File: config.mk
export PLATFORM = sky130hd
export DESIGN_NAME = overvoltage_pickup_stage
export DESIGN_NICKNAME = d
export VERILOG_FILES = /design/src/inc/ovp_pkg.sv /design/src/rtl/group_store.sv /design/src/rtl/overvoltage_pickup_stage.sv /design/src/rtl/ratio_divider.sv
export VERILOG_INCLUDE_DIRS = /design/src /design/src/inc
export SDC_FILE = /design/constraint.sdc
export NUM_CORES = 2
export LEC_CHECK = 0
export BUFFER_PORTS_ARGS = -buffer_cell sky130_fd_sc_hd__buf_4
export CAP_MARGIN = 20
export CORE_UTILIZATION = 48
export CTS_CLUSTER_SIZE = 28
export DETAILED_ROUTE_END_ITERATION = 7
export SYNTH_ARGS = -nofsm -noshare
export SYNTH_HDL_FRONTEND = slang
export SYNTH_SLANG_ARGS = --single-unit
File: constraint.sdc
create_clock -name clk_sys_i -period 7.8 [get_ports clk_sys_i]
set_input_delay 1.17 -clock clk_sys_i [delete_from_list [all_inputs] [get_ports clk_sys_i]]
set_output_delay 1.17 -clock clk_sys_i [all_outputs]
set_load 0.005 [all_outputs]
File: src/inc/ovp_defines.svh
// Purpose: offsets, field positions, reset values and counts of the overvoltage stage
// Assumes: byte addresses on an 8-bit register port
// Notes:   included by bare name
`ifndef OVP_DEFINES_SVH
`define OVP_DEFINES_SVH
`define OVP_ADDR_W      8
`define OVP_CTRL        8'h00
`define OVP_VT_PRIM     8'h04
`define OVP_DELAY       8'h08
`define OVP_STATUS      8'h0C
`define OVP_EVT         8'h10
`define OVP_MASK        8'h14
`define OVP_RATIO_A     8'h18
`define OVP_RATIO_B     8'h1C
`define OVP_RATIO_C     8'h20
`define OVP_RATIO_M     8'h24
`define OVP_PRIMARY     8'h28
`define OVP_EXP_TIME    8'h2C
`define OVP_REM_TIME    8'h30
`define OVP_GRP_BASE    8'h40
`define OVP_CTRL_FEN    0
`define OVP_CTRL_FSEL   2:1
`define OVP_GRP_USET    15:0
`define OVP_GRP_MODE    17:16
`define OVP_GRP_RST     18'h0_2904
`define OVP_VT_RST      24'h00_0000
`define OVP_DELAY_RST   19'h0_0008
`define OVP_HYST_PCT    24'h00_0061
`define OVP_FULL_PCT    24'h00_0064
`define OVP_FULL_SCALE  16'h2710
`define OVP_TICK_MS     5
`endif

File: src/inc/ovp_pkg.sv
// Purpose: types shared by the overvoltage stage
// Assumes: nothing
// Notes:   status codes are one-hot
package ovp_pkg;
   typedef enum logic [3:0] {
      ST_NORMAL  = 4'b0001,
      ST_START   = 4'b0010,
      ST_TRIP    = 4'b0100,
      ST_BLOCKED = 4'b1000
   } stage_status_t;
   typedef enum logic [1:0] {
      MODE_ONE   = 2'b00,
      MODE_TWO   = 2'b01,
      MODE_THREE = 2'b10
   } op_mode_t;
endpackage : ovp_pkg

File: src/rtl/group_store.sv
// Purpose: setting-group memory, one word per group
// Assumes: one write port, one registered read port
// Notes:   every word resets to the default pick-up settings
`timescale 1ns/10ps
`default_nettype none
`include "ovp_defines.svh"
module group_store #(
   parameter int GROUPS = 4,
   parameter int WW     = 18
) (
   input  wire logic                      clk_sys_i,
   input  wire logic                      rst_n_i,
   input  wire logic                      we_i,
   input  wire logic [$clog2(GROUPS)-1:0] waddr_i,
   input  wire logic [WW-1:0]             wdata_i,
   input  wire logic [$clog2(GROUPS)-1:0] raddr_i,
   output logic [WW-1:0]                  rdata_o
);
   logic [WW-1:0] mem_q [GROUPS];

   for (genvar g = 0; g < GROUPS; g++) begin : g_word
      always_ff @(posedge clk_sys_i) begin
         if (!rst_n_i) begin
            mem_q[g] <= WW'(`OVP_GRP_RST);
         end else if (we_i && (waddr_i == g)) begin
            mem_q[g] <= wdata_i;
         end
      end
   end

   always_ff @(posedge clk_sys_i) begin
      if (!rst_n_i) begin
         rdata_o <= WW'(`OVP_GRP_RST);
      end else begin
         rdata_o <= mem_q[raddr_i];
      end
   end
endmodule : group_store
`default_nettype wire

File: src/rtl/overvoltage_pickup_stage.sv
// Purpose: pick-up, blocking, forcing and info values of one overvoltage stage
// Assumes: magnitudes in 0.01 %Un, one valid strobe per 5 ms program cycle
// Notes:   definite-time countdown only, release timing kept outside
//
// How it works
// - forced status overrides start, trip and blocked outputs when forcing enabled, pickup_o not
// - general settings ignore setting-group changes
// - per-voltage ratio of magnitude to threshold
// - one threshold shared by all three voltages
// - pick-up when enough voltages exceed threshold
// - picked voltage restores below 97 percent
// - threshold in 0.01 %Un, default 105 %
// - group change swaps settings while running
// - expected operating time readable, 5 ms steps
// - remaining time to trip counts down
// - ratio values per phase and overall
// - threshold reported in primary 0.1 V
// - blocking sampled per cycle, gives blocked during pick-up
// - inputs are 5 ms fundamental magnitudes
`timescale 1ns/10ps
`default_nettype none
`include "ovp_defines.svh"
module overvoltage_pickup_stage #(
   parameter int GROUPS = 4,
   parameter int TW     = 19
) (
   input  wire logic        clk_sys_i,
   input  wire logic        rst_n_i,
   input  wire logic [7:0]  reg_addr_i,
   input  wire logic [31:0] reg_wdata_i,
   input  wire logic        reg_wr_i,
   input  wire logic        reg_rd_i,
   output logic [31:0]      reg_rdata_o,
   input  wire logic        meas_valid_i,
   input  wire logic [15:0] meas_a_i,
   input  wire logic [15:0] meas_b_i,
   input  wire logic [15:0] meas_c_i,
   input  wire logic        block_i,
   input  wire logic [1:0]  group_sel_i,
   output logic            pickup_o,
   output logic            start_o,
   output logic            trip_o,
   output logic            blocked_o,
   output logic            irq_o
);
   import ovp_pkg::*;
   localparam int GW = $clog2(GROUPS);

   function automatic stage_status_t sel2stat(input logic [1:0] s);
      case (s)
         2'b00:   sel2stat = ST_NORMAL;
         2'b01:   sel2stat = ST_START;
         2'b10:   sel2stat = ST_TRIP;
         default: sel2stat = ST_BLOCKED;
      endcase
   endfunction : sel2stat

   function automatic logic [1:0] vcount(input logic [2:0] f);
      vcount = {1'b0, f[0]} + {1'b0, f[1]} + {1'b0, f[2]};
   endfunction : vcount

   ////////////////////////////////////////////////////////////////////
   // register state
   logic          force_en_q;
   logic [1:0]    force_sel_q;
   logic [23:0]   vt_prim_q;
   logic [TW-1:0] delay_q;
   logic [2:0]    evt_q;
   logic [2:0]    mask_q;
   logic [2:0]    evt_set;
   logic          wr_grp;
   logic [17:0]   grp_word;
   logic [15:0]   uset;
   logic [1:0]    need;

   always_ff @(posedge clk_sys_i) begin
      if (!rst_n_i) begin
         force_en_q  <= 1'b0;
         force_sel_q <= 2'b00;
         vt_prim_q   <= `OVP_VT_RST;
         delay_q     <= TW'(`OVP_DELAY_RST);
         mask_q      <= 3'h0;
      end else if (reg_wr_i) begin
         case (reg_addr_i)
            `OVP_CTRL: begin
               force_en_q  <= reg_wdata_i[`OVP_CTRL_FEN];
               force_sel_q <= reg_wdata_i[`OVP_CTRL_FSEL];
            end
            `OVP_VT_PRIM: vt_prim_q <= reg_wdata_i[23:0];
            `OVP_DELAY:   delay_q   <= reg_wdata_i[TW-1:0];
            `OVP_MASK:    mask_q    <= reg_wdata_i[2:0];
            default: ;
         endcase
      end
   end

   assign wr_grp = reg_wr_i && (reg_addr_i[7:6] == 2'(`OVP_GRP_BASE >> 6))
                   && (reg_addr_i[5:2] < 4'(GROUPS)) && (reg_addr_i[1:0] == 2'b00);

   group_store #(.GROUPS(GROUPS), .WW(18)) u_groups (
      .clk_sys_i (clk_sys_i),
      .rst_n_i   (rst_n_i),
      .we_i      (wr_grp),
      .waddr_i   (reg_addr_i[GW+1:2]),
      .wdata_i   (reg_wdata_i[17:0]),
      .raddr_i   (group_sel_i[GW-1:0]),
      .rdata_o   (grp_word)
   );

   assign uset = grp_word[`OVP_GRP_USET];
   always_comb begin
      case (op_mode_t'(grp_word[`OVP_GRP_MODE]))
         MODE_ONE: need = 2'd1;
         MODE_TWO: need = 2'd2;
         default:  need = 2'd3;
      endcase
   end

   ////////////////////////////////////////////////////////////////////
   // per-voltage pick-up flags with hysteresis
   logic [15:0] mag_q [3];
   logic [15:0] mag_in [3];
   logic [15:0] mag_max;
   logic [2:0]  flag_q;
   logic        blk_q;
   logic        eval_q;
   logic [23:0] drop_lvl;

   assign mag_in[0] = meas_a_i;
   assign mag_in[1] = meas_b_i;
   assign mag_in[2] = meas_c_i;
   assign drop_lvl = 24'(uset) * `OVP_HYST_PCT;

   for (genvar i = 0; i < 3; i++) begin : g_phase
      always_ff @(posedge clk_sys_i) begin
         if (!rst_n_i) begin
            flag_q[i] <= 1'b0;
            mag_q[i]  <= 16'h0000;
         end else if (meas_valid_i) begin
            mag_q[i] <= mag_in[i];
            if (mag_in[i] > uset) begin
               flag_q[i] <= 1'b1;
            end else if (24'(mag_in[i]) * `OVP_FULL_PCT < drop_lvl) begin
               flag_q[i] <= 1'b0;
            end
         end
      end
   end

   always_ff @(posedge clk_sys_i) begin
      if (!rst_n_i) begin
         blk_q  <= 1'b0;
         eval_q <= 1'b0;
      end else begin
         eval_q <= meas_valid_i;
         if (meas_valid_i) begin
            blk_q <= block_i;
         end
      end
   end

   assign mag_max = (mag_q[0] > mag_q[1]) ?
                    ((mag_q[0] > mag_q[2]) ? mag_q[0] : mag_q[2]) :
                    ((mag_q[1] > mag_q[2]) ? mag_q[1] : mag_q[2]);

   ////////////////////////////////////////////////////////////////////
   // stage status and definite-time countdown
   stage_status_t real_q;
   stage_status_t shown_q;
   stage_status_t forced;
   logic          pick;
   logic [TW-1:0] rem_q;

   assign pick   = vcount(flag_q) >= need;
   assign forced = sel2stat(force_sel_q);

   always_ff @(posedge clk_sys_i) begin
      if (!rst_n_i) begin
         real_q <= ST_NORMAL;
         rem_q  <= TW'(`OVP_DELAY_RST);
      end else if (eval_q) begin
         if (!pick) begin
            real_q <= ST_NORMAL;
            rem_q  <= delay_q;
         end else if (blk_q) begin
            real_q <= ST_BLOCKED;
            rem_q  <= delay_q;
         end else begin
            case (real_q)
               ST_TRIP: real_q <= ST_TRIP;
               ST_START: begin
                  if (rem_q <= TW'(1)) begin
                     real_q <= ST_TRIP;
                     rem_q  <= '0;
                  end else begin
                     rem_q <= rem_q - TW'(1);
                  end
               end
               default: begin
                  real_q <= (delay_q == '0) ? ST_TRIP : ST_START;
                  rem_q  <= delay_q;
               end
            endcase
         end
      end
   end

   always_ff @(posedge clk_sys_i) begin
      if (!rst_n_i) begin
         shown_q   <= ST_NORMAL;
         pickup_o  <= 1'b0;
         start_o   <= 1'b0;
         trip_o    <= 1'b0;
         blocked_o <= 1'b0;
      end else begin
         shown_q   <= force_en_q ? forced : real_q;
         pickup_o  <= pick;
         start_o   <= (shown_q == ST_START) || (shown_q == ST_TRIP);
         trip_o    <= (shown_q == ST_TRIP);
         blocked_o <= (shown_q == ST_BLOCKED);
      end
   end

   ////////////////////////////////////////////////////////////////////
   // events and interrupt
   assign evt_set = {(shown_q == ST_BLOCKED) && !blocked_o,
                     (shown_q == ST_TRIP) && !trip_o,
                     (shown_q == ST_START) && !start_o};

   always_ff @(posedge clk_sys_i) begin
      if (!rst_n_i) begin
         evt_q <= 3'h0;
         irq_o <= 1'b0;
      end else begin
         if (reg_wr_i && (reg_addr_i == `OVP_EVT)) begin
            evt_q <= (evt_q & ~reg_wdata_i[2:0]) | evt_set;
         end else begin
            evt_q <= evt_q | evt_set;
         end
         irq_o <= |(evt_q & mask_q);
      end
   end

   ////////////////////////////////////////////////////////////////////
   // ratio and primary-volt sequencer
   logic [2:0]  idx_q;
   logic        seq_run_q;
   logic        kick_q;
   logic        div_busy;
   logic        div_done;
   logic [39:0] div_num;
   logic [15:0] div_den;
   logic [39:0] div_quot;
   logic [15:0] ratio_q [4];
   logic [31:0] prim_q;

   always_comb begin
      div_den = uset;
      case (idx_q)
         3'd0, 3'd1, 3'd2: div_num = 40'(mag_q[idx_q[1:0]]) * 40'd100;
         3'd3:             div_num = 40'(mag_max) * 40'd100;
         default: begin
            div_num = 40'(uset) * 40'(vt_prim_q);
            div_den = `OVP_FULL_SCALE;
         end
      endcase
   end

   ratio_divider #(.NW(40), .DW(16)) u_div (
      .clk_sys_i (clk_sys_i),
      .rst_n_i   (rst_n_i),
      .start_i   (kick_q),
      .num_i     (div_num),
      .den_i     (div_den),
      .busy_o    (div_busy),
      .done_o    (div_done),
      .quot_o    (div_quot)
   );

   always_ff @(posedge clk_sys_i) begin
      if (!rst_n_i) begin
         idx_q     <= 3'd0;
         seq_run_q <= 1'b0;
         kick_q    <= 1'b0;
         prim_q    <= 32'h0000_0000;
         for (int k = 0; k < 4; k++) begin
            ratio_q[k] <= 16'h0000;
         end
      end else if (eval_q) begin
         idx_q     <= 3'd0;
         seq_run_q <= 1'b1;
         kick_q    <= 1'b1;
      end else begin
         kick_q <= 1'b0;
         if (seq_run_q && div_done) begin
            if (idx_q == 3'd4) begin
               prim_q    <= div_quot[31:0];
               seq_run_q <= 1'b0;
            end else begin
               ratio_q[idx_q[1:0]] <= div_quot[15:0];
               idx_q  <= idx_q + 3'd1;
               kick_q <= 1'b1;
            end
         end
      end
   end

   ////////////////////////////////////////////////////////////////////
   // register read
   always_ff @(posedge clk_sys_i) begin
      if (!rst_n_i) begin
         reg_rdata_o <= 32'h0000_0000;
      end else if (reg_rd_i) begin
         case (reg_addr_i)
            `OVP_CTRL:     reg_rdata_o <= {29'h0, force_sel_q, force_en_q};
            `OVP_VT_PRIM:  reg_rdata_o <= {8'h00, vt_prim_q};
            `OVP_DELAY:    reg_rdata_o <= 32'(delay_q);
            `OVP_STATUS:   reg_rdata_o <= {22'h0, pick, blk_q, 1'b0, flag_q, shown_q};
            `OVP_EVT:      reg_rdata_o <= {29'h0, evt_q};
            `OVP_MASK:     reg_rdata_o <= {29'h0, mask_q};
            `OVP_RATIO_A:  reg_rdata_o <= {16'h0, ratio_q[0]};
            `OVP_RATIO_B:  reg_rdata_o <= {16'h0, ratio_q[1]};
            `OVP_RATIO_C:  reg_rdata_o <= {16'h0, ratio_q[2]};
            `OVP_RATIO_M:  reg_rdata_o <= {16'h0, ratio_q[3]};
            `OVP_PRIMARY:  reg_rdata_o <= prim_q;
            `OVP_EXP_TIME: reg_rdata_o <= 32'(delay_q);
            `OVP_REM_TIME: reg_rdata_o <= 32'(rem_q);
            default:       reg_rdata_o <= 32'h0000_0000;
         endcase
      end else begin
         reg_rdata_o <= 32'h0000_0000;
      end
   end
endmodule : overvoltage_pickup_stage
`default_nettype wire

File: src/rtl/ratio_divider.sv
// Purpose: restoring unsigned divider, one quotient bit per clock
// Assumes: start is ignored while busy
// Notes:   quotient and done come from flops
`timescale 1ns/10ps
`default_nettype none
module ratio_divider #(
   parameter int NW = 40,
   parameter int DW = 16
) (
   input  wire logic          clk_sys_i,
   input  wire logic          rst_n_i,
   input  wire logic          start_i,
   input  wire logic [NW-1:0] num_i,
   input  wire logic [DW-1:0] den_i,
   output logic               busy_o,
   output logic               done_o,
   output logic [NW-1:0]      quot_o
);
   localparam int CW = $clog2(NW + 1);
   logic [DW-1:0] r_q;
   logic [DW-1:0] d_q;
   logic [CW-1:0] cnt_q;
   logic [DW+1:0] trial;

   assign trial = {1'b0, r_q, quot_o[NW-1]} - {2'b00, d_q};

   always_ff @(posedge clk_sys_i) begin
      if (!rst_n_i) begin
         quot_o <= '0;
         r_q    <= '0;
         d_q    <= '0;
         cnt_q  <= '0;
         busy_o <= 1'b0;
         done_o <= 1'b0;
      end else if (start_i && !busy_o) begin
         quot_o <= num_i;
         d_q    <= den_i;
         r_q    <= '0;
         cnt_q  <= CW'(NW);
         busy_o <= 1'b1;
         done_o <= 1'b0;
      end else if (busy_o) begin
         if (!trial[DW+1]) begin
            r_q    <= trial[DW-1:0];
            quot_o <= {quot_o[NW-2:0], 1'b1};
         end else begin
            r_q    <= {r_q[DW-2:0], quot_o[NW-1]};
            quot_o <= {quot_o[NW-2:0], 1'b0};
         end
         cnt_q  <= cnt_q - CW'(1);
         busy_o <= (cnt_q != CW'(1));
         done_o <= (cnt_q == CW'(1));
      end else begin
         done_o <= 1'b0;
      end
   end
endmodule : ratio_divider
`default_nettype wire

# Word-level counts from Yosys, hierarchy flattened
# Memory sizes are Yosys's and may differ from the RTL's. A register that Yosys moved wholly into a read port is not among the register bits.
# Cells that the tools add are included.
[totals]
reg_bits = 238
mem_bits_rw = 184
in_bits = 96
out_inout_bits = 37
word_cells = 230
mem_count = 3
[memory_table]
columns = ["memory", "words", "width", "read_ports", "rd_clocked_by_memory_dff", "wr", "line_no", "rtl"]
rows = [
  ["u_groups.mem_q", 4, 18, 1, 1, 4, "group_store.sv:19", "logic [WW-1:0] mem_q [GROUPS];"],
  ["ratio_q", 4, 16, 4, 0, 4, "overvoltage_pickup_stage.sv:254", "logic [15:0] ratio_q [4];"],
  ["mag_q", 3, 16, 4, 1, 3, "overvoltage_pickup_stage.sv:121", "logic [15:0] mag_q [3];"],
]
[classes]
n_addsub = 6
mul = 7
order_cmp = 12
eq_ne = 32
mux = 70
n_bitwise = 16
n_reduce_logical = 53
[ops]
columns = ["op", "count"]
rows = [
  ["32-bit one-hot mux with 12 select lines", 1],
  ["16-bit two-way mux", 9],
  ["16-bit by 5-bit multiplier with 21-bit output (second input constant)", 5],
  ["16-bit greater-than comparator", 6],
  ["40-bit two-way mux", 2],
  ["40-bit one-hot mux with 2 select lines", 1],
  ["18-bit two-way mux", 4],
  ["23-bit less-than comparator", 3],
  ["19-bit two-way mux", 3],
  ["8-bit by 6-bit equality test with 1-bit output (second input constant)", 5],
  ["16-bit by 24-bit multiplier with 40-bit output", 1],
  ["19-bit one-hot mux with 2 select lines", 1],
  ["1-bit two-way mux", 35],
  ["8-bit by 5-bit equality test with 1-bit output (second input constant)", 4],
  ["2-bit AND reduction", 12],
  ["16-bit by 7-bit multiplier with 23-bit output (second input constant)", 1],
  ["19-bit by 1-bit less-or-equal comparator with 1-bit output (second input constant)", 1],
  ["19-bit zero test", 1],
  ["19-bit by 1-bit subtractor with 19-bit output (second input constant)", 1],
  ["17-bit by 16-bit subtractor with 18-bit output", 1],
  ["8-bit by 4-bit equality test with 1-bit output (second input constant)", 2],
  ["4-bit two-way mux", 4],
  ["16-bit OR reduction", 1],
  ["1-bit logical AND", 13],
  ["40 further kinds", 79],
]

# Depth between registers and ports, before layout
[depth]
ltp_word = 9
mapped_depth = 28
depth_no_buf = 26

# Hierarchy
# Synthesis repeated with hierarchy kept, for this count alone.
[unflattened]
cells_unflattened = 5042
area_unflattened_um2 = 45240.9
[by_module_without_submodules]
columns = ["module", "instances", "cells_per_inst", "area_each_um2", "seq_area_each_um2"]
rows = [
  ["overvoltage_pickup_stage", 1, 4298, 37494.7, 6566.3],
  ["ratio_divider", 1, 504, 4078.9, 1601.5],
  ["group_store", 1, 240, 3667.3, 2522.4],
]

# Worst setup path after synthesis
# No wires, ideal clock.
[synth_path]
path_kind = "reg2reg"
startpoint = "register u_groups.rdata_o[1], read port of u_groups.mem_q"
endpoint = "register u_div.quot_o[38]"
setup_time_ps = 130
t_arrival_ps = 6307
required_ps = 7670
path_slack_ps = 1363
stages_incl_launch_ff = 24
n_path_buf = 3
period_less_slack_ps = 6437
cell_sequence = "dfxtp_1 -> clkbuf_1 -> clkbuf_1 -> nand2_1 -> fa_1 -> fa_1 -> fa_1 -> fa_1 -> inv_1 -> fa_1 -> inv_1 -> fa_1 -> inv_1 -> ha_1 -> clkbuf_1 -> nand4_1 -> nor2_1 -> a211oi_1 -> a21oi_1 -> a31oi_1 -> o21ai_1 -> a311oi_1 -> xor2_1 -> o22ai_1"
[synth_via]
elab_chain_cells = 3
[synth_lines]
columns = ["item", "line_no", "rtl"]
rows = [
  ["from (decl)", "group_store.sv:17", "output logic [WW-1:0] rdata_o"],
  ["16-bit by 24-bit multiplier with 40-bit output", "overvoltage_pickup_stage.sv:263", "div_num = 40'(uset) * 40'(vt_prim_q);"],
  ["40-bit one-hot mux with 2 select lines", "overvoltage_pickup_stage.sv:259", "case (idx_q)"],
  ["40-bit two-way mux", "ratio_divider.sv:35", "end else if (start_i && !busy_o) begin"],
  ["to (signal assigned)", "ratio_divider.sv:36", "quot_o <= num_i;"],
  ["to (signal assigned)", "ratio_divider.sv:45", "quot_o <= {quot_o[NW-2:0], 1'b1};"],
  ["to (signal assigned)", "ratio_divider.sv:48", "quot_o <= {quot_o[NW-2:0], 1'b0};"],
  ["to (decl)", "ratio_divider.sv:17", "output logic [NW-1:0] quot_o"],
]
# Every way passes these cells.
# A chain may end at the register's enable or synchronous reset.

# Worst setup path after layout
[layout_path]
startpoint = "register u_groups.rdata_o[4], read port of u_groups.mem_q"
endpoint = "register u_div.quot_o[38]"
# The elaborated chain is that of the path after synthesis.

==> results.yml <==
placement:
  dp.cells: 6255
  place.gp.congestion: 0.908
  pre_cts_ws_ns: 0.534
  placed_cell_area_sq_mm: 0.0472
  io_buffers: 124
  dp_hpwl_microns: 100000
power_and_ir_drop:
  p_seq_share_pct: 29.2
  p_sw_share_pct: 38.1
  internal_power_mw: 5.53
  ir_worst_vdd_mv: 0.187
  switchingPower_mw: 3.41
  clkPwrFrac_pct: 27.9
  power_density_mw_per_mm2: 182
  p_leak_nw: 22.8
  pwr-share-comb_pct: 42.9
yosys:
  synth_edf_count: 184
  synth_ff_type: "dfxtp_1"
  ys_top_cells_by_area: "ha_1 (18%), fa_1 (17%), edfxtp_1 (12%)"
  yosysWarningCount: 0
  netlist_instances: 4998
  synthTopCellsByCount: "inv_1 (757), ha_1 (628), nand2_1 (575)"
  syn_area_sq_mm: 0.0447
  yosysTopAreaCellShare_pct: 17.6
  yosysSeqAreaShare_pct: 23.9
  synth_cell_types: 80
  synth_nets: 6093
  yosysMostFrequentCell: "inv_1"
  synthArstFlopShare_pct: 0
  synth_largest_area_cell: "ha_1"
  ys_seq_elements: 442
  avgSynthCellArea_sq_um: 8.95
die:
  dieArea_sq_mm: 0.0944
  coreArea_sq_mm: 0.0919
  start_util_pct: 48.6
  io_pins: 133
  rows: 111
  die_x_microns: 307
  die_h_microns: 307
timing:
  timing.hold.ws_ns: 0.451
  hold_viol: 0
  clock.fmax_mhz: 135
  finalSetupViolCount: 0
  relSlewSlack_pct: 24.1
  period_needed_ns: 7.39
  tns_ns: 0
  fin_skew_ns: 0.0513
  maxSlewViolCount: 0
  rsz0062_at_grt: "false"
  tightest_slew_ns: 1.13
  setup_ws_ns: 0.414
  fin_crit_sh_pct: 94.7
route:
  via_count: 35269
  drcViolationCount: 0
  ant_nets: 0
  drt_iter0_markers: 2440
  drtPass1Iterations: 7
  wirelength_microns: 128000
  wl_per_cell_microns: 20.2
  viasPerCell: 5.55
cts:
  cts_tree: "yes"
  cts_resized: 0
  post_cts_buffers: 0
  clockBufferDepth: 3
  htree_levels: 2
  cts_buffers: 50
  cts_hold_buf: 0
  cts_sinks: 442
  clk_pin_slew_ns: 0.07
  clk_latency_ns: 0.63
  clockRootBuffer: "clkbuf_16"
final_layout:
  fillCellCount: 8735
  final_cells: 6351
  nNetsFinal: 6161
  fin_area_sq_mm: 0.0490
  multi_input_area_sq_mm: 0.0305
  drive_gt1_share_pct: 7.42
  regArea_sq_mm: 0.0107
  area_growth_pct: 9.62
  insertedDiodeCount: 0
global_routing:
  grt_usage_pct: 27.4
  grt_pass1_vias: 35156
  grt_overflow_total: 0
  grt_max_degree: 86
  antenna_found_initial: 0
  grt_pass1_wl_microns: 201000
critical_path:
  path_cells: "and2_1, fa_1, inv_1, fa_1, fa_1, fa_1, inv_1, fa_1, inv_1, fa_1, inv_1, ha_1, nand4_1, nor2_1, a211oi_1, a21oi_1, a31oi_1, o21ai_1, a311oi_1, xor2_1, o22ai_1"
  worstPathRequired_ns: 8.26
  worstSetupPathType: "flop to flop"
  cpPeakStageDelay_ns: 1.02
  critPathArrivalTime_ns: 7.84
  slowest_stage: "dfxtp_1"
  endpoint_kind: "flop"
  path_common_cell: "fa_1"
  crit_fanout: 21
  startpoint_type: "flop"
  r2r_cells: 21
outcome:
  status: "completed"
job:
  maxCapViolations: 0
worst_hold_path:
  worst_hold_path_type: "flop to flop"
  whs_path_depth: 2
final timing paths:
path / from / end / slack, ns
setup reg to reg: u_groups.rdata_o[4]$_SDFF_PN0_ / u_div.quot_o[38]$_SDFFE_PN0P_ / 0.41
hold / removal: prim_q[25]$_SDFFE_PN0P_ / prim_q[25]$_SDFFE_PN0P_ / 0.45
setup / recovery: u_groups.rdata_o[4]$_SDFF_PN0_ / u_div.quot_o[38]$_SDFFE_PN0P_ / 0.41
hold reg to reg: prim_q[25]$_SDFFE_PN0P_ / prim_q[25]$_SDFFE_PN0P_ / 0.45
cells by family after synthesis:
kind of cell / Yosys count / share of synthesized area [%]
xor+xnor: 133 / 2.61
compound gates: 894 / 13.0
flops: 442 / 23.9
simple gates: 1523 / 16.8
buf+inv: 966 / 8.11
fa+ha+maj: 999 / 34.2
mux: 41 / 1.42
stage by stage:
stage | util, % | power [mW]
after global routing | 53.3 | 9.58
after CTS | 53.3 | 8.99
after global placement | 51.4 | 6.41
final | 53.3 | 8.94
after floorplan | - | 5.42
after detailed placement | 51.4 | 6.48
placed cells by master, fill, tap and decap left out, types with 15 or more instances in the layout:
cell type	instances
inv_1	756
ha_1	628
nand2_1	575
fa_1	371
and2_1	304
a21oi_1	299
dfxtp_1	257
buf_4	224
nor2_1	190
edfxtp_1	184
o21ai_0	128
and3_1	87
xnor2_1	83
nand3_1	74
a21o_1	73
nor3_1	69
clkbuf_16	54
nand2b_1	51
a221oi_1	50
xor2_1	50
or3_1	40
a211oi_1	39
nor2b_1	36
nand4_1	36
o21a_1	35
a31oi_1	29
o21ai_1	28
o21bai_1	25
a22o_1	24
mux2i_1	23
a22oi_1	20
mux4_2	18
o31ai_1	15
a222oi_1	15
per-layer routing:
metal	GRT usage (%)	vias to the layer above	wire length, microns
met3	2.48	256	6270
met4	12.0	0	6310
met2	46.4	986	60100
met5	0	-	0
met1	35.6	17067	55400
li1	-	16960	-
power by group through the flow:
stage / sequential [mW] / combinational, mW / clock, mW
2_1_floorplan: 2.60 / 2.83 / 0
3_3_place_gp: 2.65 / 3.76 / 0
3_5_place_dp: 2.66 / 3.82 / 0
4_1_cts: 2.61 / 3.85 / 2.53
5_1_grt: 2.62 / 4.34 / 2.62
6_report: 2.61 / 3.84 / 2.50
sequential cells by signal, indices dropped and copies added, names as in the netlist, 2 cells and up, named ones only:
name              count
delay_q              19
evt_q                 3
flag_q                3
force_sel_q           2
idx_q                 3
mag_q                48
mask_q                3
prim_q               32
ratio_q              64
real_q                4
reg_rdata_o          32
rem_q                19
shown_q               4
u_div.cnt_q           6
u_div.d_q            16
u_div.quot_o         40
u_div.r_q            16
u_groups.mem_q       72
u_groups.rdata_o     18
vt_prim_q            24
worst max-delay path: cells and delay by family (launching register included):
| family | cells | cell delay [ns] |
|---|---|---|
| adder cells (fa/ha/maj) | 7 | 3.39 |
| AO/OA/AOI/OAI | 6 | 1.89 |
| flip-flops | 1 | 1.02 |
| AND/OR/NAND/NOR | 3 | 0.51 |
| buffers and inverters | 4 | 0.24 |
| XOR/XNOR | 1 | 0.17 |
area by class of cell:
type	instances	share of cell area, %
Clock buffer	69	3.04
Clock inverter	25	0.554
Inverter	757	5.80
Multi-Input combinational cell	3590	62.1
Sequential cell	442	21.8
Tap cell	1243	3.17
Timing Repair Buffer	225	3.47
(Power assumes the default switching activity.)
